## src/verilog/ferx_pkg.sv

```systemverilog
package ferx_pkg;

  ////////////////////////////////////////////////////////////////////////////
  // Timing
  localparam int CLK_MHZ           = 100;
  localparam int HOLD_TIME_US      = 722;
  localparam int SIGDET_TIME_US    = 395;
  localparam int HOLD_CYCLES_DEF   = HOLD_TIME_US * CLK_MHZ;
  localparam int SIGDET_CYCLES_DEF = SIGDET_TIME_US * CLK_MHZ;

  ////////////////////////////////////////////////////////////////////////////
  // Code-group layout
  localparam int GROUP_BITS       = 5;
  localparam int LOCK_IDLE_GROUPS = 12;
  localparam int LOCK_BITS        = LOCK_IDLE_GROUPS * GROUP_BITS;
  localparam int HOLD_IDLE_BITS   = 58;
  localparam int IDLE_PAIR_BITS   = 2 * GROUP_BITS;
  localparam int JK_TAIL_BITS     = 7;
  localparam int RUN_W            = $clog2(LOCK_BITS + 1);
  localparam int HIST_W           = 3 * GROUP_BITS;

  localparam logic [4:0] IDLE_CODE = 5'h1f;
  localparam logic [9:0] JK_CODE   = 10'h311;
  localparam logic [4:0] T_CODE    = 5'h0d;
  localparam logic [4:0] R_CODE    = 5'h07;
  localparam logic [3:0] PRE_NIB   = 4'h5;
  localparam logic [3:0] BAD_NIB   = 4'he;

  ////////////////////////////////////////////////////////////////////////////
  // Scrambler sequence generator
  localparam int LFSR_LEN = 11;
  localparam int TAP_A    = 10;
  localparam int TAP_B    = 8;

  // Nibble interface toward the MAC
  typedef struct packed {
    logic       dv;
    logic       er;
    logic [3:0] nibble;
  } ferxMii_t;

  // Code-group to {valid, nibble}
  function automatic logic [4:0] ferx_decode5b(input logic [4:0] code);
    case (code)
      5'h1e:   return {1'b1, 4'h0};
      5'h09:   return {1'b1, 4'h1};
      5'h14:   return {1'b1, 4'h2};
      5'h15:   return {1'b1, 4'h3};
      5'h0a:   return {1'b1, 4'h4};
      5'h0b:   return {1'b1, 4'h5};
      5'h0e:   return {1'b1, 4'h6};
      5'h0f:   return {1'b1, 4'h7};
      5'h12:   return {1'b1, 4'h8};
      5'h13:   return {1'b1, 4'h9};
      5'h16:   return {1'b1, 4'ha};
      5'h17:   return {1'b1, 4'hb};
      5'h1a:   return {1'b1, 4'hc};
      5'h1b:   return {1'b1, 4'hd};
      5'h1c:   return {1'b1, 4'he};
      5'h1d:   return {1'b1, 4'hf};
      default: return {1'b0, BAD_NIB};
    endcase
  endfunction : ferx_decode5b

endpackage : ferx_pkg

```

## src/verilog/ferx_pcs_decode.sv

```systemverilog
// Contract
// - Serial recovered bits are gathered into 5-bit code-groups.
// - Plain bit is received scrambled bit XOR local sequence bit.
// - Descrambler locks after 12 consecutive idle groups (11111).
// - Lock starts 722 us hold countdown; 58 idle bits restart it.
// - Countdown expiry without idle content drops lock and reacquires.
// - With descrambler bypassed, alignment takes the NRZ bits directly.
// - Boundary locks on J/K 11000 10001; data framed on that boundary.
// - J/K preceded by idles becomes preamble nibbles 0101 0101.
// - Groups translate to nibbles until T/R or two idle groups.
// - Link Up only after 395 us signal detect; receive needs it.
// - Configuration bit 1 forces signal detect active.
// - Bit 8 adds descrambler lock to entry, not to staying up.
// - Idles followed by non-idle lacking J/K is a bad start.
// - Bad start drives error with nibble 1110 per group until idles.
// - Each bad start adds exactly one to false carrier counter until it saturates at all ones.
// - Bad start is reported once two idle groups follow.
// - Receive chain runs from the 100 MHz system clock; the recovered line clock is sampled.
// - Line bits pass NRZI to NRZ decoding before descrambling.
// - Link pulses never raise Link Up; the signal detect timer clears when they end.
`timescale 1ns/1ps
module ferx_pcs_decode
  import ferx_pkg::*;
#(
  parameter int HOLD_CYCLES   = HOLD_CYCLES_DEF,
  parameter int SIGDET_CYCLES = SIGDET_CYCLES_DEF,
  parameter int FCC_WIDTH     = 16
) (
  input  wire logic             clock,
  input  wire logic             nrst,
  input  wire logic             rxClkIn,        // Recovered line clock
  input  wire logic             rxLineBit,      // Recovered NRZI bit
  input  wire logic             sigDetIn,       // Analog signal detect
  input  wire logic             cfgForceSigDet, // Configuration bit 1
  input  wire logic             cfgLockForLink, // Configuration bit 8
  input  wire logic             cfgDescrBypass,
  output ferxMii_t              miiRx,
  output logic                  miiStrobe,
  output logic                  rxCarrier,
  output logic                  linkUp,
  output logic                  descrLocked,
  output logic                  badSsdReport,
  output logic [FCC_WIDTH-1:0]  falseCarrierCnt
);

  // Width of the signal detect timer
  localparam int SDW = $clog2(SIGDET_CYCLES + 1);

  // Parameter sanity
  if (HOLD_CYCLES < 2 || SIGDET_CYCLES < 1 || FCC_WIDTH < 1) begin : gBadParam
    $error("ferx_pcs_decode: unsupported parameter values");
  end

  // Receive framing states
  typedef enum logic [1:0] {
    FS_HUNT,
    FS_CHECK,
    FS_FRAME,
    FS_BAD
  } ferxState_t;

  ////////////////////////////////////////////////////////////////////////////
  // Pin synchronisers: clock, data, signal detect
  // Raw, staged and filtered pin levels
  logic [2:0]  pinRaw;
  logic [2:0]  s1_q;
  logic [2:0]  s2_q;
  logic [2:0]  s3_q;
  logic [2:0]  pin_q;
  logic [2:0]  pin_d;
  logic [2:0]  agree;

  assign pinRaw = {sigDetIn, rxLineBit, rxClkIn};
  assign agree  = ~(s2_q ^ s3_q);
  assign pin_d  = (agree & s3_q) | (~agree & pin_q);

  // Three stage capture
  always_ff @(posedge clock or negedge nrst) begin
    if (!nrst) begin
      s1_q <= '0;
      s2_q <= '0;
      s3_q <= '0;
    end else begin
      s1_q <= pinRaw;
      s2_q <= s1_q;
      s3_q <= s2_q;
    end
  end

  // Filtered levels change once stages two and three agree
  always_ff @(posedge clock or negedge nrst) begin
    if (!nrst) pin_q <= '0;
    else pin_q <= pin_d;
  end

  ////////////////////////////////////////////////////////////////////////////
  // Bit strobe and NRZI decoding
  // Bit timing and descrambler hookup
  logic bitStb;
  logic lastLine_q;
  logic nrzBit;
  logic plainBit;
  logic rxBit;
  logic locked;
  logic chainOk;

  assign bitStb = pin_d[0] & ~pin_q[0];
  assign nrzBit = pin_d[1] ^ lastLine_q;

  // Previous line level
  always_ff @(posedge clock or negedge nrst) begin
    if (!nrst) lastLine_q <= 1'b0;
    else if (bitStb) lastLine_q <= pin_d[1];
  end

  // Descrambler with its hold timer
  ferx_descrambler #(
    .HOLD_CYCLES (HOLD_CYCLES)
  ) uDescr (
    .clock    (clock),
    .nrst     (nrst),
    .bitStb   (bitStb),
    .scrBit   (nrzBit),
    .plainBit (plainBit),
    .locked   (locked)
  );

  // Bypass selects the NRZ stream directly
  assign rxBit       = cfgDescrBypass ? nrzBit : plainBit;
  assign chainOk     = cfgDescrBypass | locked;
  assign descrLocked = locked;

  ////////////////////////////////////////////////////////////////////////////
  // Link integrity monitor
  // Link monitor state
  logic           sigDetEff;
  logic [SDW-1:0] sdCnt_q;
  logic           linkUp_q;

  // Raw pulses shorter than the window never accumulate
  assign sigDetEff = pin_q[2] | cfgForceSigDet;

  // Signal detect qualification timer
  always_ff @(posedge clock or negedge nrst) begin
    if (!nrst) sdCnt_q <= '0;
    else if (!sigDetEff) sdCnt_q <= '0;
    else if (sdCnt_q != SDW'(SIGDET_CYCLES)) sdCnt_q <= sdCnt_q + SDW'(1);
  end

  // Link state: lock gates entry only
  always_ff @(posedge clock or negedge nrst) begin
    if (!nrst) linkUp_q <= 1'b0;
    else if (!sigDetEff) linkUp_q <= 1'b0;
    else if (sdCnt_q == SDW'(SIGDET_CYCLES) && (!cfgLockForLink || chainOk))
      linkUp_q <= 1'b1;
  end

  // Link state to the port
  assign linkUp = linkUp_q;

  ////////////////////////////////////////////////////////////////////////////
  // Bit history and idle run
  // Shifted bits and idle run length
  logic [HIST_W-1:0] hist_q;
  logic [HIST_W-1:0] histD;
  logic [3:0]        onesRun_q;
  logic [3:0]        onesRunD;
  logic              lineIdle;
  logic              idlePair;

  assign histD    = {hist_q[HIST_W-2:0], rxBit};
  assign onesRunD = !rxBit ? 4'h0 :
                    (onesRun_q == 4'(IDLE_PAIR_BITS)) ? onesRun_q : onesRun_q + 4'h1;
  assign lineIdle = onesRun_q == 4'(IDLE_PAIR_BITS);
  assign idlePair = onesRunD == 4'(IDLE_PAIR_BITS);

  // Serial to parallel shifter
  always_ff @(posedge clock or negedge nrst) begin
    if (!nrst) hist_q <= '0;
    else if (bitStb) hist_q <= histD;
  end

  // Consecutive ones, saturating at two idle groups
  always_ff @(posedge clock or negedge nrst) begin
    if (!nrst) onesRun_q <= '0;
    else if (bitStb) onesRun_q <= onesRunD;
  end

  ////////////////////////////////////////////////////////////////////////////
  // Alignment and decode state machine
  // Framing state, boundary count and output image
  ferxState_t  state_q;
  ferxState_t  stateD;
  logic [2:0]  bitCnt_q;
  logic [2:0]  bitCntD;
  logic        pre2_q;
  logic        pre2D;
  logic        prevT_q;
  logic        prevTD;
  logic        rxEnable;
  logic        groupEnd;
  logic        emit;
  logic        badStart;
  logic        badDone;
  logic [4:0]  group;
  logic [4:0]  grpDec;
  ferxMii_t    miiRx_q;
  ferxMii_t    outD;

  assign rxEnable = linkUp_q & chainOk;
  assign group    = histD[GROUP_BITS-1:0];
  assign grpDec   = ferx_decode5b(group);
  assign groupEnd = bitCnt_q == 3'(GROUP_BITS - 1);

  // Next state and nibble output
  always_comb begin
    stateD   = state_q;
    bitCntD  = bitCnt_q;
    pre2D    = pre2_q;
    prevTD   = prevT_q;
    outD     = miiRx_q;
    emit     = 1'b0;
    badStart = 1'b0;
    badDone  = 1'b0;
    if (!rxEnable) begin
      stateD  = FS_HUNT;
      pre2D   = 1'b0;
      prevTD  = 1'b0;
      outD    = '0;
    end else if (bitStb) begin
      unique case (state_q)
        FS_HUNT: begin
          // First zero after idle starts the delimiter check
          if (lineIdle && !rxBit) begin
            stateD  = FS_CHECK;
            bitCntD = '0;
          end
        end
        FS_CHECK: begin
          bitCntD = bitCnt_q + 3'h1;
          if (bitCnt_q == 3'(JK_TAIL_BITS - 1)) begin
            bitCntD = '0;
            if (histD[9:0] == JK_CODE && histD[14:10] == IDLE_CODE) begin
              stateD = FS_FRAME;
              pre2D  = 1'b1;
              emit   = 1'b1;
              outD   = '{dv: 1'b1, er: 1'b0, nibble: PRE_NIB};
            end else begin
              stateD   = FS_BAD;
              badStart = 1'b1;
              emit     = 1'b1;
              outD     = '{dv: 1'b0, er: 1'b1, nibble: BAD_NIB};
            end
          end
        end
        FS_FRAME: begin
          bitCntD = groupEnd ? 3'h0 : bitCnt_q + 3'h1;
          if (pre2_q) begin
            pre2D = 1'b0;
            emit  = 1'b1;
            outD  = '{dv: 1'b1, er: 1'b0, nibble: PRE_NIB};
          end
          if (idlePair) begin
            stateD = FS_HUNT;
            outD   = '0;
            prevTD = 1'b0;
          end else if (groupEnd) begin
            prevTD = group == T_CODE;
            if (prevT_q && group == R_CODE) begin
              stateD = FS_HUNT;
              outD   = '0;
            end else if (group != T_CODE && group != IDLE_CODE) begin
              emit = 1'b1;
              outD = '{dv: 1'b1, er: !grpDec[4] || prevT_q, nibble: grpDec[3:0]};
            end
          end
        end
        FS_BAD: begin
          bitCntD = groupEnd ? 3'h0 : bitCnt_q + 3'h1;
          if (idlePair) begin
            stateD  = FS_HUNT;
            badDone = 1'b1;
            outD    = '0;
          end else if (groupEnd) begin
            emit = 1'b1;
            outD = '{dv: 1'b0, er: 1'b1, nibble: BAD_NIB};
          end
        end
      endcase
    end
  end

  // State, boundary counter and pair flags
  always_ff @(posedge clock or negedge nrst) begin
    if (!nrst) begin
      state_q  <= FS_HUNT;
      bitCnt_q <= '0;
      pre2_q   <= 1'b0;
      prevT_q  <= 1'b0;
    end else begin
      state_q  <= stateD;
      bitCnt_q <= bitCntD;
      pre2_q   <= pre2D;
      prevT_q  <= prevTD;
    end
  end

  // Registered nibble interface
  always_ff @(posedge clock or negedge nrst) begin
    if (!nrst) begin
      miiRx_q   <= '0;
      miiStrobe <= 1'b0;
    end else begin
      miiRx_q   <= outD;
      miiStrobe <= emit;
    end
  end

  // Nibble interface straight from its register
  assign miiRx = miiRx_q;

  // Carrier present outside hunt
  always_ff @(posedge clock or negedge nrst) begin
    if (!nrst) rxCarrier <= 1'b0;
    else rxCarrier <= stateD != FS_HUNT;
  end

  ////////////////////////////////////////////////////////////////////////////
  // False carrier counting and reporting
  always_ff @(posedge clock or negedge nrst) begin
    if (!nrst) falseCarrierCnt <= '0;
    else if (badStart && falseCarrierCnt != '1)
      falseCarrierCnt <= falseCarrierCnt + FCC_WIDTH'(1);
  end

  // One cycle report once idles follow the bad start
  always_ff @(posedge clock or negedge nrst) begin
    if (!nrst) badSsdReport <= 1'b0;
    else badSsdReport <= badDone;
  end

endmodule : ferx_pcs_decode

```

## src/verilog/ferx_descrambler.sv

```systemverilog
`timescale 1ns/1ps
module ferx_descrambler
  import ferx_pkg::*;
#(
  parameter int HOLD_CYCLES = HOLD_CYCLES_DEF
) (
  input  wire logic clock,
  input  wire logic nrst,
  input  wire logic bitStb,
  input  wire logic scrBit,
  output logic      plainBit,
  output logic      locked
);

  localparam int HW = $clog2(HOLD_CYCLES + 1);

  // Parameter sanity: expiry is taken at a count of one
  if (HOLD_CYCLES < 2) begin : gBadHold
    $error("ferx_descrambler: unsupported hold count");
  end

  logic [LFSR_LEN-1:0] lfsr_q;
  logic [RUN_W-1:0]    match_q;
  logic [RUN_W-1:0]    ones_q;
  logic [HW-1:0]       hold_q;
  logic                locked_q;
  logic                keyBit;
  logic                idleSeen;
  logic                expire;
  logic                gainLock;

  // Local sequence bit and plain output
  assign keyBit   = lfsr_q[TAP_A] ^ lfsr_q[TAP_B];
  assign plainBit = scrBit ^ keyBit;
  assign locked   = locked_q;
  assign idleSeen = bitStb && plainBit && (ones_q == RUN_W'(HOLD_IDLE_BITS - 1));
  assign expire   = locked_q && !idleSeen && (hold_q == HW'(1));
  assign gainLock = !locked_q && bitStb && (~scrBit == keyBit)
                    && (match_q == RUN_W'(LOCK_BITS - 1));

  ////////////////////////////////////////////////////////////////////////////
  // Generator: loaded from line during acquisition, free running once locked
  always_ff @(posedge clock or negedge nrst) begin
    if (!nrst) lfsr_q <= '0;
    else if (bitStb) lfsr_q <= {lfsr_q[LFSR_LEN-2:0], locked_q ? keyBit : ~scrBit};
  end

  // Consecutive correctly predicted idle bits
  always_ff @(posedge clock or negedge nrst) begin
    if (!nrst) match_q <= '0;
    else if (locked_q || expire) match_q <= '0;
    else if (bitStb) match_q <= (~scrBit == keyBit) ? match_q + RUN_W'(1) : '0;
  end

  // Lock flag
  always_ff @(posedge clock or negedge nrst) begin
    if (!nrst) locked_q <= 1'b0;
    else if (gainLock) locked_q <= 1'b1;
    else if (expire) locked_q <= 1'b0;
  end

  // Idle content run while locked
  always_ff @(posedge clock or negedge nrst) begin
    if (!nrst) ones_q <= '0;
    else if (!locked_q || idleSeen) ones_q <= '0;
    else if (bitStb) ones_q <= plainBit ? ones_q + RUN_W'(1) : '0;
  end

  // Hold timer countdown, restarted by idle content
  always_ff @(posedge clock or negedge nrst) begin
    if (!nrst) hold_q <= '0;
    else if (gainLock || idleSeen) hold_q <= HW'(HOLD_CYCLES);
    else if (locked_q && hold_q != '0) hold_q <= hold_q - HW'(1);
  end

endmodule : ferx_descrambler

```

## config.mk

```make
export PLATFORM = sky130hd
export DESIGN_NAME = ferx_pcs_decode
export DESIGN_NICKNAME = d
export VERILOG_FILES = /design/src/verilog/ferx_pkg.sv /design/src/verilog/ferx_pcs_decode.sv /design/src/verilog/ferx_descrambler.sv
export SDC_FILE = /design/constraint.sdc
export NUM_CORES = 1
export LEC_CHECK = 0
export ABC_AREA = 1
export BUFFER_PORTS_ARGS = -buffer_cell sky130_fd_sc_hd__buf_2
export CELL_PAD_IN_SITES_DETAIL_PLACEMENT = 1
export CELL_PAD_IN_SITES_GLOBAL_PLACEMENT = 2
export CORE_UTILIZATION = 34
export DETAILED_ROUTE_END_ITERATION = 16
export GPL_TIMING_DRIVEN = 0
export PLACE_DENSITY = 0.76
export SYNTH_ARGS = -nofsm -noshare
export SYNTH_HDL_FRONTEND = slang
export SYNTH_SLANG_ARGS = --single-unit
```

## constraint.sdc

```tcl
create_clock -name clock -period 1.8 [get_ports clock]
set_input_delay 0.36 -clock clock [delete_from_list [all_inputs] [get_ports clock]]
set_output_delay 0.36 -clock clock [all_outputs]
set_load 0.02 [all_outputs]
```

==> summary.md <==
• **final weighted congestion in routability-driven placement** 0.799
• **sequential area share after synthesis** 0.472
• **Final Hold Vio Count** 0
• **chip width** 139 microns
• **fraction of the mapped netlist area in compound gates** 0.0875
• **vertical extent of the die** 139 microns
• **Worst Tran Pin Value** 0.535 ns
• **via count of the first global-routing pass** 6,104
• **data arrival time at the worst-slack endpoint** 2.31 ns
• **standby leakage power** 0.00438 uW
• **clk slew on worst S/H paths** 0.06 ns
• **synthesized area per cell** 8.11 sq um
• **clock tree from TritonCTS** done
• **count of yosys warnings during synthesis** 0
• **count of different cell masters after synthesis** 43
• **adder and majority gate portion of the synthesized area** 0.0291
• **post-synthesis share of cell area spent on xor and xnor gates** 0.0519
• **Post-route DRC** 0
• **pin count of the biggest net entering global routing** 72
• **required time of the critical path** 2.10 ns
• **port buffer count** 34
• **Startpoint Class** register
• **share of cells above drive strength 1** 0.336
• **outcome** finished with violations
• **CTS Root Buffer Type** sky130_fd_sc_hd__clkbuf_16
• **post-route setup TNS** -5.04 ns
• **via count** 5,782
• **total routed wirelength** 19.0 mm
• **commonest register cell after synthesis** sky130_fd_sc_hd__dfrtp_1
• **count of clock tree sinks** 121
• **Congestion Overflow GR** 0
• **placed cells** 1,054
• **die area** 19,400 sq um
• **fin cells** 1,146
• **Detail Route Antenna Nets** 0
• **worst setup path class** register to register
• **post-route core utilization** 0.488
• **initial antenna violation count** 0
• **Std-Cell Core Area** 18,200 sq um
• **worst rel slew slack** 0.643
• **number of storage elements in the synthesis netlist** 121
• **post-route clock period utilization** 1.12
• **drt first-iter violations** 180
• **count of final setup violators** 45
• **type of element capturing the critical path** register
• **share of synthesized area spent on multiplexers** 0
• **Total Routing Usage GR** 0.199
• **power per cell area** 1020 nW/um^2
• **Clock H-tree levels** 4
• **R2R depth** 16
• **number of nets in the synthesized netlist** 811
• **row count** 49
• **number of nets at the end of the flow** 925
• **Mapped Area** 6410 sq um
• **maximum vdd drop** 0.726 mV
• **worst hold stages** 1
• **number of CTS-inserted buffers** 17
• **DP Wirelength** 11.8 mm
• **violations in the final reports** setup timing
• **worst min-delay path class** input pin to register
• **clk_skew** 0.00821 ns
• **Detailed Routing Iterations Pass 1** 4
• **buffer depth of the longest clock path** 2
• **smallest setup slack after layout** -0.209 ns
• **basic-gate share of the synthesized area counting and, or, nand and nor cells** 0.290
• **count of final max-slew check failures** 0
• **average routed wire per standard cell** 16.6 microns
• **highest achievable clock rate** 0.498 GHz
• **wire length of the first global-routing pass** 30.7 mm
• **number of synthesized flops with an enable pin** 0
• **Min Clock Period, post-route** 2.01 ns
• **maximum fanout encountered on the critical timing path** 6
• **number of violations of the max-capacitance limit** 0
• **dominant combinational cell family by area after synthesis** simple AND/OR/NAND/NOR gates
• **Synth-to-Final Area Change** 38.8%
• **initial core utilization** 0.352
• **number of diodes** 0
• **vias per cell** 5.05
• **clock network latency to the later pin of the worst-skew pair** 0.42 ns
• **share of async-settable or async-resettable flops after synthesis** 1.00
• **top-level I/O count** 35
• **placement-stage worst setup slack** -0.419 ns
• **synthesized netlist cell count** 790
• **unrepaired setup endpoints after global routing** yes
[logic make-up after synthesis]
| group | Yosys count |
|---|---|
| buf+inv | 108 |
| fa+ha+maj | 15 |
| xor+xnor | 38 |
| flops | 121 |
| compound gates | 100 |
| simple gates | 408 |
[per-layer routing]
layer / track usage / share of wire
met4: 0.0626 / 0.012
met3: 0.0382 / 0.021
met1: 0.252 / 0.45
met5: 0 / 0
met2: 0.341 / 0.52
[cells in the final DEF, fill, tap and decap left out, types with 8 or more instances in the layout]
cell type / instances
sky130_fd_sc_hd__buf_6: 11
sky130_fd_sc_hd__nand3_1: 35
sky130_fd_sc_hd__dfrtp_1: 114
sky130_fd_sc_hd__nor3_1: 12
sky130_fd_sc_hd__nor2_2: 16
sky130_fd_sc_hd__inv_2: 13
sky130_fd_sc_hd__buf_4: 46
sky130_fd_sc_hd__a21oi_1: 18
sky130_fd_sc_hd__clkbuf_16: 19
sky130_fd_sc_hd__xor2_1: 27
sky130_fd_sc_hd__nand2_1: 163
sky130_fd_sc_hd__nor2_1: 57
sky130_fd_sc_hd__nand3_2: 14
sky130_fd_sc_hd__nand4_1: 15
sky130_fd_sc_hd__ha_1: 9
sky130_fd_sc_hd__nand2_2: 25
sky130_fd_sc_hd__buf_2: 34
sky130_fd_sc_hd__inv_1: 73
sky130_fd_sc_hd__nor2_4: 11
sky130_fd_sc_hd__nand2_4: 21
sky130_fd_sc_hd__o22ai_1: 8
sky130_fd_sc_hd__o21ai_0: 42
[report_power, final]
part	internal (uW)	total (uW)	switching, uW	leakage (uW)
Sequential	3050	3360	311	0.00159
Combinational	852	1960	1110	0.00249
Clock	2390	3710	1320	0.000299
[path summary, 6_finish.rpt]
| kind | start | end | slack, ns |
|---|---|---|---|
| worst min register to register | s1_q[0] | s2_q[0] | 0.35 |
| min in group asynchronous | nrst | miiRx[3] | 0.44 |
| worst max register to register | s2_q[1] | prevT_q | -0.21 |
| worst max-delay path | s2_q[1] | prevT_q | -0.21 |
| worst min-delay path | sigDetIn | s1_q[2] | 0.04 |
| max in group asynchronous | nrst | uDescr.hold_q[4] | 0.61 |
[cell usage after synthesis, drive strengths merged, types with 12 or more instances]
library cell | count | share of area
inv | 93 | 0.055
a21oi | 19 | 0.015
o21ai | 54 | 0.043
nand2 | 215 | 0.14
nand4 | 16 | 0.018
ha | 13 | 0.025
o31ai | 12 | 0.014
nor3 | 23 | 0.021
nand3 | 55 | 0.045
nor2 | 85 | 0.056
xor2 | 30 | 0.041
dfrtp | 121 | 0.47
[metrics by stage]
stage	total power, uW	instance area (sq um)	hold slack (ns)
6_report	9040	8890	0.0445
2_1_floorplan	4210	6410	0.0644
3_3_place_gp	4530	6870	0.342
3_5_place_dp	4620	6900	0.340
5_1_grt	9530	8890	0.0246
4_1_cts	8730	8100	0.0297
[sequential cells by signal, summed over array words and instances (netlist names), 2 cells and up, named ones only]
signal,count
bitCnt_q,3
falseCarrierCnt,16
hist_q,14
miiRx,6
onesRun_q,4
pin_q,2
s1_q,3
s2_q,3
s3_q,3
sdCnt_q,16
state_q,2
uDescr.hold_q,17
uDescr.lfsr_q,11
uDescr.match_q,6
uDescr.ones_q,6
[critical path: stages (launching register included)]
cell	delay (ns)
sky130_fd_sc_hd__dfrtp_1	0.40
sky130_fd_sc_hd__nand2_1	0.09
sky130_fd_sc_hd__nand2_2	0.09
sky130_fd_sc_hd__nand2_4	0.12
sky130_fd_sc_hd__nand2_4	0.07
sky130_fd_sc_hd__nand3_2	0.11
sky130_fd_sc_hd__nand3_4	0.08
sky130_fd_sc_hd__nand2_4	0.09
sky130_fd_sc_hd__buf_6	0.13
sky130_fd_sc_hd__nand4_4	0.16
sky130_fd_sc_hd__buf_4	0.20
sky130_fd_sc_hd__inv_2	0.05
sky130_fd_sc_hd__nor2_2	0.03
sky130_fd_sc_hd__nand2_1	0.06
sky130_fd_sc_hd__nand2_1	0.07
sky130_fd_sc_hd__nand2_1	0.07
sky130_fd_sc_hd__o21ai_1	0.07
[area by class of cell]
type,instances,area [sq um]
plain buffers,14,113
fillers,2098,9310
repair buffers,95,749
inverters,94,394
flip-flops and latches,121,3040
multi-input cells,561,3680
clock inverters,11,170
clock buffers,21,460
well taps,229,287
[timing repair]
action | 4_1_cts | 5_1_grt
cloned | 1 | 2
pin swaps | 29 | 47
hold buffers | 1 | 0
setup endpoints to repair | 53 | 63
setup buffers | 29 | 28
gates resized for setup | 86 | 145
endpoints found under the hold margin | 50 | 0
No activity file was read; power rests on OpenSTA's default activity.
